==> src/hw/adc_out_ctrl_pkg.sv <==
// Purpose: Shared constants and types for the ADC output control block.
// Assumes: 8-bit register address, 8-bit register data, 16-bit serial frame.
// Notes: Software-reset and custom-word layout are fixed here.
package adc_out_ctrl_pkg;

	// ==========================================================
	// Register map
	localparam logic [7:0] SW_RESET_ADDR = 8'h00;
	localparam int SW_RESET_BIT = 1;
	localparam logic [7:0] CUSTOM_LO_ADDR = 8'h51;
	localparam logic [7:0] CUSTOM_HI_ADDR = 8'h52;
	localparam logic [7:0] OFFSET_CTRL_ADDR = 8'h55;
	localparam int OFFSET_EN_BIT = 6;
	localparam logic [7:0] PATTERN_ADDR = 8'h62;
	localparam int PATTERN_LSB = 0;
	localparam int PATTERN_W = 3;
	localparam logic [7:0] SHIFT_ADDR = 8'h63;
	localparam int SHIFT_LSB = 0;
	localparam int SHIFT_W = 6;
	localparam int CUSTOM_HI_W = 6;

	// ==========================================================
	// Reset values
	localparam logic [7:0] CUSTOM_LO_RST = 8'h00;
	localparam logic [7:0] CUSTOM_HI_RST = 8'h00;
	localparam logic [7:0] OFFSET_CTRL_RST = 8'h00;
	localparam logic [7:0] PATTERN_RST = 8'h00;
	localparam logic [7:0] SHIFT_RST = 8'h00;
	localparam logic [3:0] PINS_RST = 4'h1;

	// ==========================================================
	// Serial frame and pattern timing
	localparam int FRAME_BITS = 16;
	localparam int ADDR_W = 8;
	localparam int REG_W = 8;
	localparam int RAMP_DIV_12BIT = 4;
	localparam int RAMP_DIV_14BIT = 1;

	// ==========================================================
	// Types
	typedef enum logic [2:0] {
		pat_normal = 3'h0,
		pat_zeros = 3'h1,
		pat_ones = 3'h2,
		pat_toggle = 3'h3,
		pat_ramp = 3'h4,
		pat_custom = 3'h5,
		pat_unused6 = 3'h6,
		pat_unused7 = 3'h7
	} pattern_type;

	typedef enum logic [2:0] {
		ser_idle = 3'b001,
		ser_shift = 3'b010,
		ser_done = 3'b100
	} ser_state_type;

	typedef struct packed {
		logic reset_pin;
		logic sclk;
		logic serial_data_in;
		logic serial_select_in;
	} cfg_pins_type;

endpackage

==> src/hw/sample_fifo.sv <==
// Purpose: Small FIFO between the output word generator and the capture side.
// Assumes: Single clock; DEPTH a power of two.
// Notes: Read data and both ready/valid flags come from flip-flops.
`timescale 1ns/1ps
module sample_fifo #(
	parameter int WIDTH = 14,
	parameter int DEPTH = 4
) (
	input wire logic clk, // Clock
	input wire logic nrst, // Synchronous reset, active low
	input wire logic [WIDTH-1:0] in_data, // Word to store
	input wire logic in_valid, // Word offered
	output logic in_ready, // Room in storage
	output logic [WIDTH-1:0] out_data, // Head word
	output logic out_valid, // Head word present
	input wire logic out_ready // Drain side takes the head
);
	localparam int PW = $clog2(DEPTH);

	if (DEPTH < 2 || (1 << PW) != DEPTH) begin : g_bad_depth
		$error("sample_fifo: DEPTH must be a power of two, at least 2");
	end

	logic [WIDTH-1:0] mem [DEPTH];
	logic [PW-1:0] wr_ptr;
	logic [PW-1:0] rd_ptr;
	logic [PW:0] count;
	logic push;
	logic pop;

	assign push = in_valid && in_ready;
	assign pop = (count != '0) && (!out_valid || out_ready);

	// ==========================================================
	// Storage
	always_ff @(posedge clk) begin
		if (push)
			mem[wr_ptr] <= in_data;
	end

	// ==========================================================
	// Pointers and fill level
	always_ff @(posedge clk) begin
		if (!nrst) begin
			wr_ptr <= '0;
			rd_ptr <= '0;
			count <= '0;
			in_ready <= 1'b0;
		end else begin
			if (push)
				wr_ptr <= wr_ptr + 1'b1;
			if (pop)
				rd_ptr <= rd_ptr + 1'b1;
			count <= count + (PW+1)'(push) - (PW+1)'(pop);
			in_ready <= (count + (PW+1)'(push) - (PW+1)'(pop)) < (PW+1)'(DEPTH);
		end
	end

	// ==========================================================
	// Output register
	always_ff @(posedge clk) begin
		if (!nrst) begin
			out_data <= '0;
			out_valid <= 1'b0;
		end else if (pop) begin
			out_data <= mem[rd_ptr];
			out_valid <= 1'b1;
		end else if (out_ready) begin
			out_valid <= 1'b0;
		end
	end

endmodule

==> src/hw/adc_out_ctrl.sv <==
// Purpose: Output-side control of the converter: test patterns, level shift, config port.
// Assumes: Samples arrive on clk with a valid strobe; config pins are asynchronous.
// Notes: Serial frames are 8 address bits then 8 data bits, MSB first.
`timescale 1ns/1ps

// Behaviour
// - Pattern code 000 passes samples, 001 forces all zeros, 010 forces all ones.
// - Code 011 on 14 bits alternates 10101010101010 and 01010101010101 each sample.
// - Code 011 on 12 bits alternates 101010101010 and 010101010101 each sample.
// - Code 100 on 14 bits ramps by one every sample from 0 to 16383 and wraps.
// - Code 100 on 12 bits ramps by one every fourth sample from 0 to 4095.
// - Code 101 drives the custom word held in registers 0x51 and 0x52.
// - With correction on, the loop steers output under codes 000, 110 and 111 to mid-code plus the level shift.
// - The six-bit shift in 0x63 is a signed count from +31 to -32 LSB.
// - Shift 000000 converges on mid-code and 111111 one LSB below it.
// - The data pin is serial data while reset is low and power-down while reset is high.
// - The serial clock pin shifts the configuration port.
// - The shift acts only while bit 6 of 0x55 is set; clearing it stops the loop.
module adc_out_ctrl
	import adc_out_ctrl_pkg::*;
#(
	parameter int DATA_W = 14,
	parameter int FIFO_DEPTH = 4
) (
	input wire logic clk, // 40 MHz clock
	input wire logic nrst, // Synchronous reset, active low
	input wire cfg_pins_type cfg_pins, // Asynchronous config pins
	input wire logic [DATA_W-1:0] conv_data, // Converted sample, offset binary
	input wire logic conv_valid, // Sample present
	output logic conv_ready, // Sample accepted when valid
	output logic [DATA_W-1:0] out_data, // Output word
	output logic out_valid, // Output word present
	input wire logic out_ready, // Capture side takes word
	output logic power_down, // Pin-control power-down level
	output logic clk_edge_ctrl // Pin-control output clock edge level
);
	localparam int RAMP_DIV = (DATA_W == 12) ? RAMP_DIV_12BIT : RAMP_DIV_14BIT;
	localparam int CW = DATA_W + 2;
	localparam logic signed [CW-1:0] MID = CW'(1 << (DATA_W - 1));
	localparam logic signed [CW-1:0] MAX_CODE = CW'((1 << DATA_W) - 1);
	localparam logic [DATA_W-1:0] TOGGLE_A = DATA_W'({(DATA_W / 2){2'b10}});

	// ==========================================================
	// Parameter checks
	if (DATA_W != 12 && DATA_W != 14) begin : g_bad_width
		$error("adc_out_ctrl: DATA_W must be 12 or 14");
	end
	if (FIFO_DEPTH < 2 || (FIFO_DEPTH & (FIFO_DEPTH - 1)) != 0) begin : g_bad_depth
		$error("adc_out_ctrl: FIFO_DEPTH must be a power of two, at least 2");
	end
	if (RAMP_DIV < 1 || RAMP_DIV > 4) begin : g_bad_div
		$error("adc_out_ctrl: ramp divider must fit the two-bit counter");
	end

	// ==========================================================
	// Pin synchronisers
	logic [3:0] pin_s1;
	logic [3:0] pin_s2;
	logic [3:0] pin_s3;
	cfg_pins_type pin_f;
	cfg_pins_type pin_prev;
	logic sclk_rise;

	always_ff @(posedge clk) begin
		if (!nrst) begin
			// Pins come out of reset at their idle levels
			pin_s1 <= PINS_RST;
			pin_s2 <= PINS_RST;
			pin_s3 <= PINS_RST;
		end else begin
			pin_s1 <= cfg_pins;
			pin_s2 <= pin_s1;
			pin_s3 <= pin_s2;
		end
	end

	// A level counts once the second and third stages agree
	always_ff @(posedge clk) begin
		if (!nrst) begin
			pin_f <= PINS_RST;
			pin_prev <= PINS_RST;
		end else begin
			pin_f <= (pin_s2 == pin_s3) ? cfg_pins_type'(pin_s3) : pin_f;
			pin_prev <= pin_f;
		end
	end

	assign sclk_rise = pin_f.sclk && !pin_prev.sclk;

	// ==========================================================
	// Serial configuration port
	ser_state_type ser_state;
	logic [FRAME_BITS-1:0] shift_reg;
	logic [4:0] bit_cnt;
	logic frame_done;
	logic [FRAME_BITS-1:0] frame_word;
	logic serial_mode;

	assign serial_mode = !pin_f.reset_pin;
	assign frame_word = {shift_reg[FRAME_BITS-2:0], pin_f.serial_data_in};

	always_ff @(posedge clk) begin
		if (!nrst) begin
			ser_state <= ser_idle;
			shift_reg <= '0;
			bit_cnt <= 5'h00;
			frame_done <= 1'b0;
		end else begin
			frame_done <= 1'b0;
			case (ser_state)
				ser_idle: begin
					bit_cnt <= 5'h00;
					if (serial_mode && !pin_f.serial_select_in)
						ser_state <= ser_shift;
				end
				ser_shift: begin
					if (!serial_mode || pin_f.serial_select_in) begin
						ser_state <= ser_idle;
					end else if (sclk_rise) begin
						shift_reg <= frame_word;
						bit_cnt <= bit_cnt + 5'h01;
						if (bit_cnt == 5'(FRAME_BITS - 1)) begin
							frame_done <= 1'b1;
							ser_state <= ser_done;
						end
					end
				end
				ser_done: begin
					if (!serial_mode || pin_f.serial_select_in)
						ser_state <= ser_idle;
				end
				default: ser_state <= ser_idle;
			endcase
		end
	end

	// ==========================================================
	// Registers
	logic [REG_W-1:0] custom_lo;
	logic [CUSTOM_HI_W-1:0] custom_hi;
	logic offset_en;
	pattern_type pattern_sel;
	logic [SHIFT_W-1:0] level_shift;
	logic [ADDR_W-1:0] wr_addr;
	logic [REG_W-1:0] wr_data;
	logic soft_reset;
	logic clear_regs;

	assign wr_addr = shift_reg[FRAME_BITS-1:REG_W];
	assign wr_data = shift_reg[REG_W-1:0];
	assign soft_reset = frame_done && wr_addr == SW_RESET_ADDR && wr_data[SW_RESET_BIT];
	// Reset pin high clears the map, so a high pulse initialises it
	assign clear_regs = pin_f.reset_pin || soft_reset;

	// ==========================================================
	// Write decode
	logic wr_custom_lo;
	logic wr_custom_hi;
	logic wr_offset;
	logic wr_pattern;
	logic wr_shift;

	always_comb begin
		wr_custom_lo = 1'b0;
		wr_custom_hi = 1'b0;
		wr_offset = 1'b0;
		wr_pattern = 1'b0;
		wr_shift = 1'b0;
		if (frame_done) begin
			if (wr_addr == CUSTOM_LO_ADDR) begin
				wr_custom_lo = 1'b1;
			end else if (wr_addr == CUSTOM_HI_ADDR) begin
				wr_custom_hi = 1'b1;
			end else if (wr_addr == OFFSET_CTRL_ADDR) begin
				wr_offset = 1'b1;
			end else if (wr_addr == PATTERN_ADDR) begin
				wr_pattern = 1'b1;
			end else if (wr_addr == SHIFT_ADDR) begin
				wr_shift = 1'b1;
			end
		end
	end

	always_ff @(posedge clk) begin
		if (!nrst || clear_regs) begin
			custom_lo <= CUSTOM_LO_RST;
		end else if (wr_custom_lo) begin
			custom_lo <= wr_data;
		end
	end

	always_ff @(posedge clk) begin
		if (!nrst || clear_regs) begin
			custom_hi <= CUSTOM_HI_RST[CUSTOM_HI_W-1:0];
		end else if (wr_custom_hi) begin
			custom_hi <= wr_data[CUSTOM_HI_W-1:0];
		end
	end

	always_ff @(posedge clk) begin
		if (!nrst || clear_regs) begin
			offset_en <= OFFSET_CTRL_RST[OFFSET_EN_BIT];
		end else if (wr_offset) begin
			offset_en <= wr_data[OFFSET_EN_BIT];
		end
	end

	always_ff @(posedge clk) begin
		if (!nrst || clear_regs) begin
			pattern_sel <= pattern_type'(PATTERN_RST[PATTERN_LSB +: PATTERN_W]);
		end else if (wr_pattern) begin
			pattern_sel <= pattern_type'(wr_data[PATTERN_LSB +: PATTERN_W]);
		end
	end

	always_ff @(posedge clk) begin
		if (!nrst || clear_regs) begin
			level_shift <= SHIFT_RST[SHIFT_LSB +: SHIFT_W];
		end else if (wr_shift) begin
			level_shift <= wr_data[SHIFT_LSB +: SHIFT_W];
		end
	end

	// ==========================================================
	// Pin-control levels
	always_ff @(posedge clk) begin
		if (!nrst || !pin_f.reset_pin) begin
			power_down <= 1'b0;
		end else begin
			power_down <= pin_f.serial_data_in;
		end
	end

	always_ff @(posedge clk) begin
		if (!nrst || !pin_f.reset_pin) begin
			clk_edge_ctrl <= 1'b0;
		end else begin
			clk_edge_ctrl <= pin_f.serial_select_in;
		end
	end

	// ==========================================================
	// Offset correction loop
	logic accept;
	logic fifo_ready;
	logic signed [CW-1:0] corr;
	logic signed [CW-1:0] target;
	logic signed [CW-1:0] corrected;
	logic [DATA_W-1:0] sample_word;

	assign accept = conv_valid && fifo_ready;
	// Signed shift added to mid-code
	assign target = MID + CW'(signed'(level_shift));
	assign corrected = signed'(CW'(conv_data)) - corr;

	always_comb begin
		if (!offset_en) begin
			sample_word = conv_data;
		end else if (corrected < 0) begin
			sample_word = '0;
		end else if (corrected > MAX_CODE) begin
			sample_word = MAX_CODE[DATA_W-1:0];
		end else begin
			sample_word = corrected[DATA_W-1:0];
		end
	end

	// One LSB step per sample towards the target level
	always_ff @(posedge clk) begin
		if (!nrst || !offset_en) begin
			corr <= '0;
		end else if (accept) begin
			if (corrected > target)
				corr <= corr + CW'(1);
			else if (corrected < target)
				corr <= corr - CW'(1);
		end
	end

	// ==========================================================
	// Pattern generators
	logic toggle_phase;
	logic [DATA_W-1:0] ramp;
	logic [1:0] ramp_div;

	always_ff @(posedge clk) begin
		if (!nrst || pattern_sel != pat_toggle) begin
			toggle_phase <= 1'b0;
		end else if (accept) begin
			toggle_phase <= !toggle_phase;
		end
	end

	logic ramp_step;

	assign ramp_step = accept && ramp_div == 2'(RAMP_DIV - 1);

	// Divider gives one ramp step per RAMP_DIV taken samples
	always_ff @(posedge clk) begin
		if (!nrst || pattern_sel != pat_ramp || ramp_step) begin
			ramp_div <= 2'h0;
		end else if (accept) begin
			ramp_div <= ramp_div + 2'h1;
		end
	end

	always_ff @(posedge clk) begin
		if (!nrst || pattern_sel != pat_ramp) begin
			ramp <= '0;
		end else if (ramp_step) begin
			ramp <= ramp + 1'b1;
		end
	end

	// ==========================================================
	// Output word select
	logic [DATA_W-1:0] next_word;

	always_comb begin
		case (pattern_sel)
			pat_zeros: next_word = '0;
			pat_ones: next_word = '1;
			pat_toggle: next_word = toggle_phase ? ~TOGGLE_A : TOGGLE_A;
			pat_ramp: next_word = ramp;
			pat_custom: next_word = DATA_W'({custom_hi, custom_lo});
			default: next_word = sample_word;
		endcase
	end

	// ==========================================================
	// Output buffer
	sample_fifo #(
		.WIDTH(DATA_W),
		.DEPTH(FIFO_DEPTH)
	) u_fifo (
		.clk(clk),
		.nrst(nrst),
		.in_data(next_word),
		.in_valid(conv_valid),
		.in_ready(fifo_ready),
		.out_data(out_data),
		.out_valid(out_valid),
		.out_ready(out_ready)
	);

	assign conv_ready = fifo_ready;

endmodule

==> config.mk <==
export PLATFORM = sky130hd
export DESIGN_NAME = adc_out_ctrl
export DESIGN_NICKNAME = d
export VERILOG_FILES = /design/src/hw/adc_out_ctrl_pkg.sv /design/src/hw/sample_fifo.sv /design/src/hw/adc_out_ctrl.sv
export SDC_FILE = /design/constraint.sdc
export NUM_CORES = 1
export LEC_CHECK = 0
export BUFFER_PORTS_ARGS = -buffer_cell sky130_fd_sc_hd__buf_2
export CORE_ASPECT_RATIO = 0.75
export CORE_MARGIN = 2
export CORE_UTILIZATION = 45
export DETAILED_ROUTE_END_ITERATION = 7
export SLEW_MARGIN = 20
export SYNTH_ARGS = -nofsm -noshare
export SYNTH_HDL_FRONTEND = slang
export SYNTH_HIERARCHICAL = 1
export SYNTH_SLANG_ARGS = --single-unit
==> constraint.sdc <==
create_clock -name clk -period 7.5 [get_ports clk]
set_input_delay 0.375 -clock clk [delete_from_list [all_inputs] [get_ports clk]]
set_output_delay 0.375 -clock clk [all_outputs]
set_load 0.02 [all_outputs]
# Word level (Yosys, flattened, before mapping)

Memory sizes are Yosys's and may differ from the RTL's. A register that Yosys moved wholly into a read port is not among the register bits.
Cells that the tools add are included.

Logic and storage cells: 148
Bits in writable memories: 56
Bits of input ports: 22
Memories: 1
Register bits: 110

Memory list:

| name       | words | width | read ports | clocked after memory_dff | wr ports | RTL line          | RTL |
|---|---|---|---|---|---|---|---|
| u_fifo.mem | 4     | 14    | 1          | 1                        | 1        | sample_fifo.sv:24 | `logic [WIDTH-1:0] mem [DEPTH];` |

Order comparisons: 5
Bitwise gates (word level): 4
Reduce and logical (&&, ||, !) cells: 35
Muxes and demuxes: 41
Add/subtract/negate cells: 11
Eq/ne operators: 23

Operators by type and width:

| kind                  | number |
|---|---|
| $pmux 14 s5           | 1 |
| $mux 14               | 4 |
| $eq 8x7->1 const B    | 5 |
| $mux 16               | 2 |
| $mux 1                | 25 |
| $add 15x6->16 const A | 1 |
| $add 16x2->16 const B | 1 |
| $gt 16x15->1 const B  | 1 |
| $gt 16x16->1          | 1 |
| $lt 16x1->1 const B   | 1 |
| $lt 16x16->1          | 1 |
| $sub 15x16->16        | 1 |
| $sub 16x2->16 const B | 1 |
| $mux 3                | 5 |
| $add 14x1->14 const B | 1 |
| $mux 5                | 2 |
| $pmux 5 s2            | 1 |
| $eq 3x2->1 const B    | 3 |
| $eq 3x3->1 const B    | 3 |
| $logic_or 1x1->1      | 9 |
| $ne 3x3->1 const B    | 3 |
| $pmux 3 s3            | 1 |
| $logic_not 1->1       | 8 |
| $logic_not 8->1       | 1 |
| other kinds (19)      | 37 |

# Longest topological paths before layout

Depth in word-level cells: 7
Mapped depth: 27
Depth with buffers taken out: 27

# Cells and area by module

Netlist, hierarchy kept.

By module, submodules not included:

| module       | cells each | times used | seq. area each (um^2) | area an instance (um^2) |
|---|---|---|---|---|
| adc_out_ctrl | 776        | 1          | 2021.9                | 6302.3 |
| sample_fifo  | 156        | 1          | 2142.1                | 2961.6 |

# Worst setup path after synthesis

OpenSTA, ideal clock, no wires.

Kind: input-to-reg
Start: input conv_data[0]
End: register corr[15]
Setup slack: 1.597 ns
Stages on the path: 26
Data arrival time: 5.769 ns
Buffers on the path: 0
Path through: inv_1 > ha_1 > inv_1 > fa_1 > a211oi_1 > nor2_1 > o21a_1 > a21oi_1 > o21ba_2 > xnor2_1 > ha_1 > a21o_1 > a21o_1 > a211o_1 > a21oi_1 > a21boi_0 > o211ai_2 > ha_1 > a211oi_1 > o21bai_1 > a211o_1 > a211oi_1 > o31ai_1 > nor2b_1 > mux2_1 > or4_1

Cells in the longest elaborated chain, start to end: 4
Elaborated cells on any way between the ends: 6
Classes of those cells: add/sub: 1; order compare: 2; mux: 1; reduce/logical: 2

Ends and longest elaborated chain:

| what                                         | RTL line                                 | RTL |
|---|---|---|
| start, declared                              | adc_out_ctrl.sv:28                       | `input wire logic [DATA_W-1:0] conv_data,` |
| $sub 15x16->16 (*)                           | adc_out_ctrl.sv:254                      | `assign corrected = signed'(CW'(conv_data)) - corr;` |
| $gt 16x16->1 or $lt 16x16->1 (tied branches) | adc_out_ctrl.sv:273, adc_out_ctrl.sv:275 |  |
| $reduce_bool 2->1 (no source line)           | -                                        |  |
| $reduce_and 2->1 (no source line)            | -                                        |  |
| end signal, assigned                         | adc_out_ctrl.sv:274                      | `corr <= corr + CW'(1);` |
| end signal, assigned                         | adc_out_ctrl.sv:276                      | `corr <= corr - CW'(1);` |
| end, declared                                | adc_out_ctrl.sv:246                      | `logic signed [CW-1:0] corr;` |

Mark *: on every way between the ends. The rest lies on a longest branch, timed or not.
A chain may end at the register's enable or synchronous reset.

# Worst setup path after layout

Start: register corr[1]
End: register corr[15]

Cells in the longest elaborated chain, start to end: 4
Elaborated cells on any way between the ends: 9
Classes of those cells: add/sub: 3; order compare: 2; mux: 2; reduce/logical: 2

Ends and longest elaborated chain:

| what                                         | RTL line |
|---|---|
| $sub 15x16->16                               | adc_out_ctrl.sv:254 |
| $gt 16x16->1 or $lt 16x16->1 (tied branches) | adc_out_ctrl.sv:273, adc_out_ctrl.sv:275 |
| $reduce_bool 2->1 (no source line)           | - |
| $reduce_and 2->1 (no source line)            | - |

Several ways; a longest one is shown, not always the timed one. The select of a mux whose other input is x is not followed.

==> impl_metrics.tcl <==
set metrics [dict create \
    cp.required_ps 7820 \
    synth_cell_types 71 \
    pwr-share-clk_pct 37.3 \
    crit_type "register to register" \
    dr.first_iter.drc_count 482 \
    largest_register_ffs 56 \
    internal-power_w 0.001784 \
    regArea_mm2 0.004165 \
    finalInstanceArea_mm2 0.01028 \
    setup_tns_ps 0 \
    worstMarginPinSlew_ps 948.8 \
    grt_max_degree 53 \
    p_leak_nw 3.851 \
    worstHoldPathType "input pin to register" \
    worst_setup_path_end_kind "register" \
    dieWidth_um 169.7 \
    fin_crit_ps 6336 \
    p_sw_w 0.0007891 \
    cp_max_fo 13 \
    cts_hold_buf 0 \
    synth_enable_flop_cells 56 \
    hpwl_um 14550 \
    yosysWarningCount 6 \
    slew-limit-headroom_pct 36.56 \
    detail-route-antenna-nets 0 \
    async_flop_share_pct 0 \
    power_density_mw_per_mm2 250.4 \
    grt.total_usage_pct 19.59 \
    skew_ps 14.12 \
    rows 45 \
    vias 6724 \
    avgSynthCellArea_um2 9.940 \
    die_h_um 128.3 \
    grt_pass1_vias 6238 \
    cts_resized 0 \
    synth_nets 1010 \
    finalHoldViolCount 0 \
    syn-instance-count 932 \
    yosys_most_used_dff "dfxtp_1" \
    pre_cts_ws_ps 1225 \
    sw_frac_of_total_pct 30.67 \
    start_util_pct 45.83 \
    gp_congestion 0.8888 \
    wl_per_cell_um 16.69 \
    cts_root_buffer "clkbuf_16" \
    cts_buffers 17 \
    io_pins 40 \
    postRouteWirelength_um 20420 \
    viasPerCell 5.493 \
    cp.arrival_ps 6650 \
    synth-seq-area-share_pct 44.95 \
    fillers 1841 \
    drc_errors 0 \
    diodes 0 \
    cts_sinks 180 \
    finalWorstSetupSlack_ps 1164 \
    place_area_mm2 0.009618 \
    finalCritPeriodShare_pct 84.49 \
    syn2layout_area_growth_pct 10.93 \
    layout-drive-gt1-share_pct 11.18 \
    dp.cells 1192 \
    max_freq_ghz 0.1578 \
    core_region_area_mm2 0.02021 \
    final_cells 1224 \
    cap_violations 0 \
    dr.pass1.iters 5 \
    port_buffers 39 \
    cts_tree "done" \
    die-area_mm2 0.02176 \
    synthesis.area_mm2 0.009264 \
    whs_ps 116.0 \
    outcome "finished clean" \
    nets 1031 \
    clk_pin_slew_ps 80 \
    htree_levels 4 \
    drv_slew 0 \
    p_comb_share_pct 18.5 \
    cts_max_path_buffers 2 \
    antenna_found_initial 0 \
    multiInputGateArea_mm2 0.004756 \
    peakVddDrop_v 0.0001434 \
    setup_viol 0 \
    grt_pass1_wl_um 33470 \
    overflow 0 \
    post_cts_buffers 0 \
    start_kind "register" \
    sequentialPowerShare_pct 44.2 \
    rsz0062_at_grt "false" \
    clk-insertion-delay-late_ps 430 \
    ys_seq_elements 180 \
]
[path summary, 6_finish.rpt]
| kind | from | endpoint | slack, ps | cells past startpoint |
|---|---|---|---|---|
| setup / recovery | corr[1]$_SDFFE_PP0P_ | corr[15]$_SDFFE_PP0P_ | 1160 | 26 |
| hold / removal | cfg_pins[0] | pin_s1[0]$_SDFF_PN1_ | 120 | 2 |
| setup reg to reg | corr[1]$_SDFFE_PP0P_ | corr[15]$_SDFFE_PP0P_ | 1160 | 26 |
| hold reg to reg | pin_s1[0]$_SDFF_PN1_ | pin_s2[0]$_SDFF_PN1_ | 410 | 1 |
[power by group through the flow]
stage	combinational [W]	sequential (W)	clock, W
finish	0.000476	0.00114	0.000960
floorplan	0.000354	0.00117	0
global placement	0.000470	0.00116	0
global route	0.000526	0.00115	0.00102
CTS	0.000477	0.00114	0.000980
detailed placement	0.000475	0.00116	0
[worst max-delay path, cell delays in order (launching register included)]
cell      delay (ps)
dfxtp_1          360
inv_1            120
ha_1             280
nor2b_1          150
o31ai_1          400
a21oi_1          130
a21oi_1          240
o21bai_1          90
a21oi_1          200
xnor2_1          200
ha_1             300
a21o_1           180
a21o_1           170
a211o_1          280
a21oi_1          150
a21boi_0         150
o211ai_2         360
buf_4            280
ha_1             300
o21ai_0          170
a21oi_1           70
and3_1           200
a211oi_1         330
o31ai_1          200
nor2b_1          160
mux2_1           290
or4_1            450
[cell families (layout without fill, tap and decap cells)]
| logic type | Yosys count | in the layout | synth area share, % |
|---|---|---|---|
| simple gates | 289 | 289 | 16.18 |
| mux | 47 | 47 | 7.280 |
| fa+ha+maj | 56 | 56 | 7.807 |
| buf+inv | 83 | 117 | 3.741 |
| compound gates | 239 | 239 | 16.45 |
| flops | 180 | 180 | 44.95 |
| xor+xnor | 38 | 38 | 3.593 |
[cells in the final DEF (no fill, tap or decap), types with 6 or more instances in the layout]
| cell | n |
|---|---|
| nand2_1 | 67 |
| nor3_1 | 7 |
| and3_1 | 15 |
| nor2b_1 | 12 |
| nand3_1 | 27 |
| mux4_1 | 7 |
| clkinv_8 | 7 |
| inv_1 | 43 |
| and2_1 | 17 |
| o21a_1 | 8 |
| buf_2 | 39 |
| mux4_2 | 7 |
| o21ai_0 | 73 |
| a211oi_1 | 6 |
| a21oi_1 | 67 |
| ha_1 | 53 |
| xnor2_1 | 26 |
| a22o_1 | 14 |
| nor2_1 | 71 |
| or3_1 | 6 |
| nand4_1 | 9 |
| a21boi_0 | 18 |
| xor2_1 | 12 |
| dfxtp_1 | 123 |
| edfxtp_1 | 56 |
| mux2i_1 | 31 |
| clkbuf_16 | 17 |
| a31oi_1 | 17 |
| nand2b_1 | 24 |
| a21o_1 | 8 |
[metal layers]
metal	routed length (µm)	up-vias	part of all wire, %	global-route usage, %
met4	140	0	0.69	4.575
li1	-	3406	-	-
met5	0	-	0	0
met2	8877	120	43	30.30
met3	616	12	3.0	2.840
met1	10790	3186	53	29.00
[cell usage after synthesis, types with 17 or more instances]
cell | count | area share (%)
nor2_1 | 72 | 2.9
nand2_1 | 67 | 2.7
o21ai_0 | 73 | 3.9
inv_1 | 43 | 1.7
edfxtp_1 | 56 | 18
ha_1 | 53 | 7.2
dfxtp_1 | 124 | 27
nand3_1 | 27 | 1.5
a21oi_1 | 67 | 3.6
mux2i_1 | 31 | 3.3
nand2b_1 | 24 | 1.6
a21boi_0 | 18 | 1.5
and2_1 | 17 | 1.1
clkbuf_1 | 31 | 1.3
xnor2_1 | 26 | 2.5
a31oi_1 | 17 | 1.1
[area by class of cell]
| cell class | count | share of cell area [%] |
|---|---|---|
| Clock buffer | 17 | 4.140 |
| Clock inverter | 15 | 2.228 |
| Inverter | 44 | 1.632 |
| Multi-Input combinational cell | 669 | 46.28 |
| Sequential cell | 180 | 40.53 |
| Tap cell | 258 | 3.141 |
| Timing Repair Buffer | 41 | 2.046 |
[stage by stage]
| step | utilization [%] | total power (W) |
|---|---|---|
| finish | 50.84 | 0.002573 |
| global route | 50.84 | 0.002699 |
| CTS | 50.82 | 0.002597 |
| detailed placement | 47.58 | 0.001637 |
| global placement | 47.58 | 0.001630 |
| floorplan | - | 0.001524 |
(Power assumes the default switching activity.)
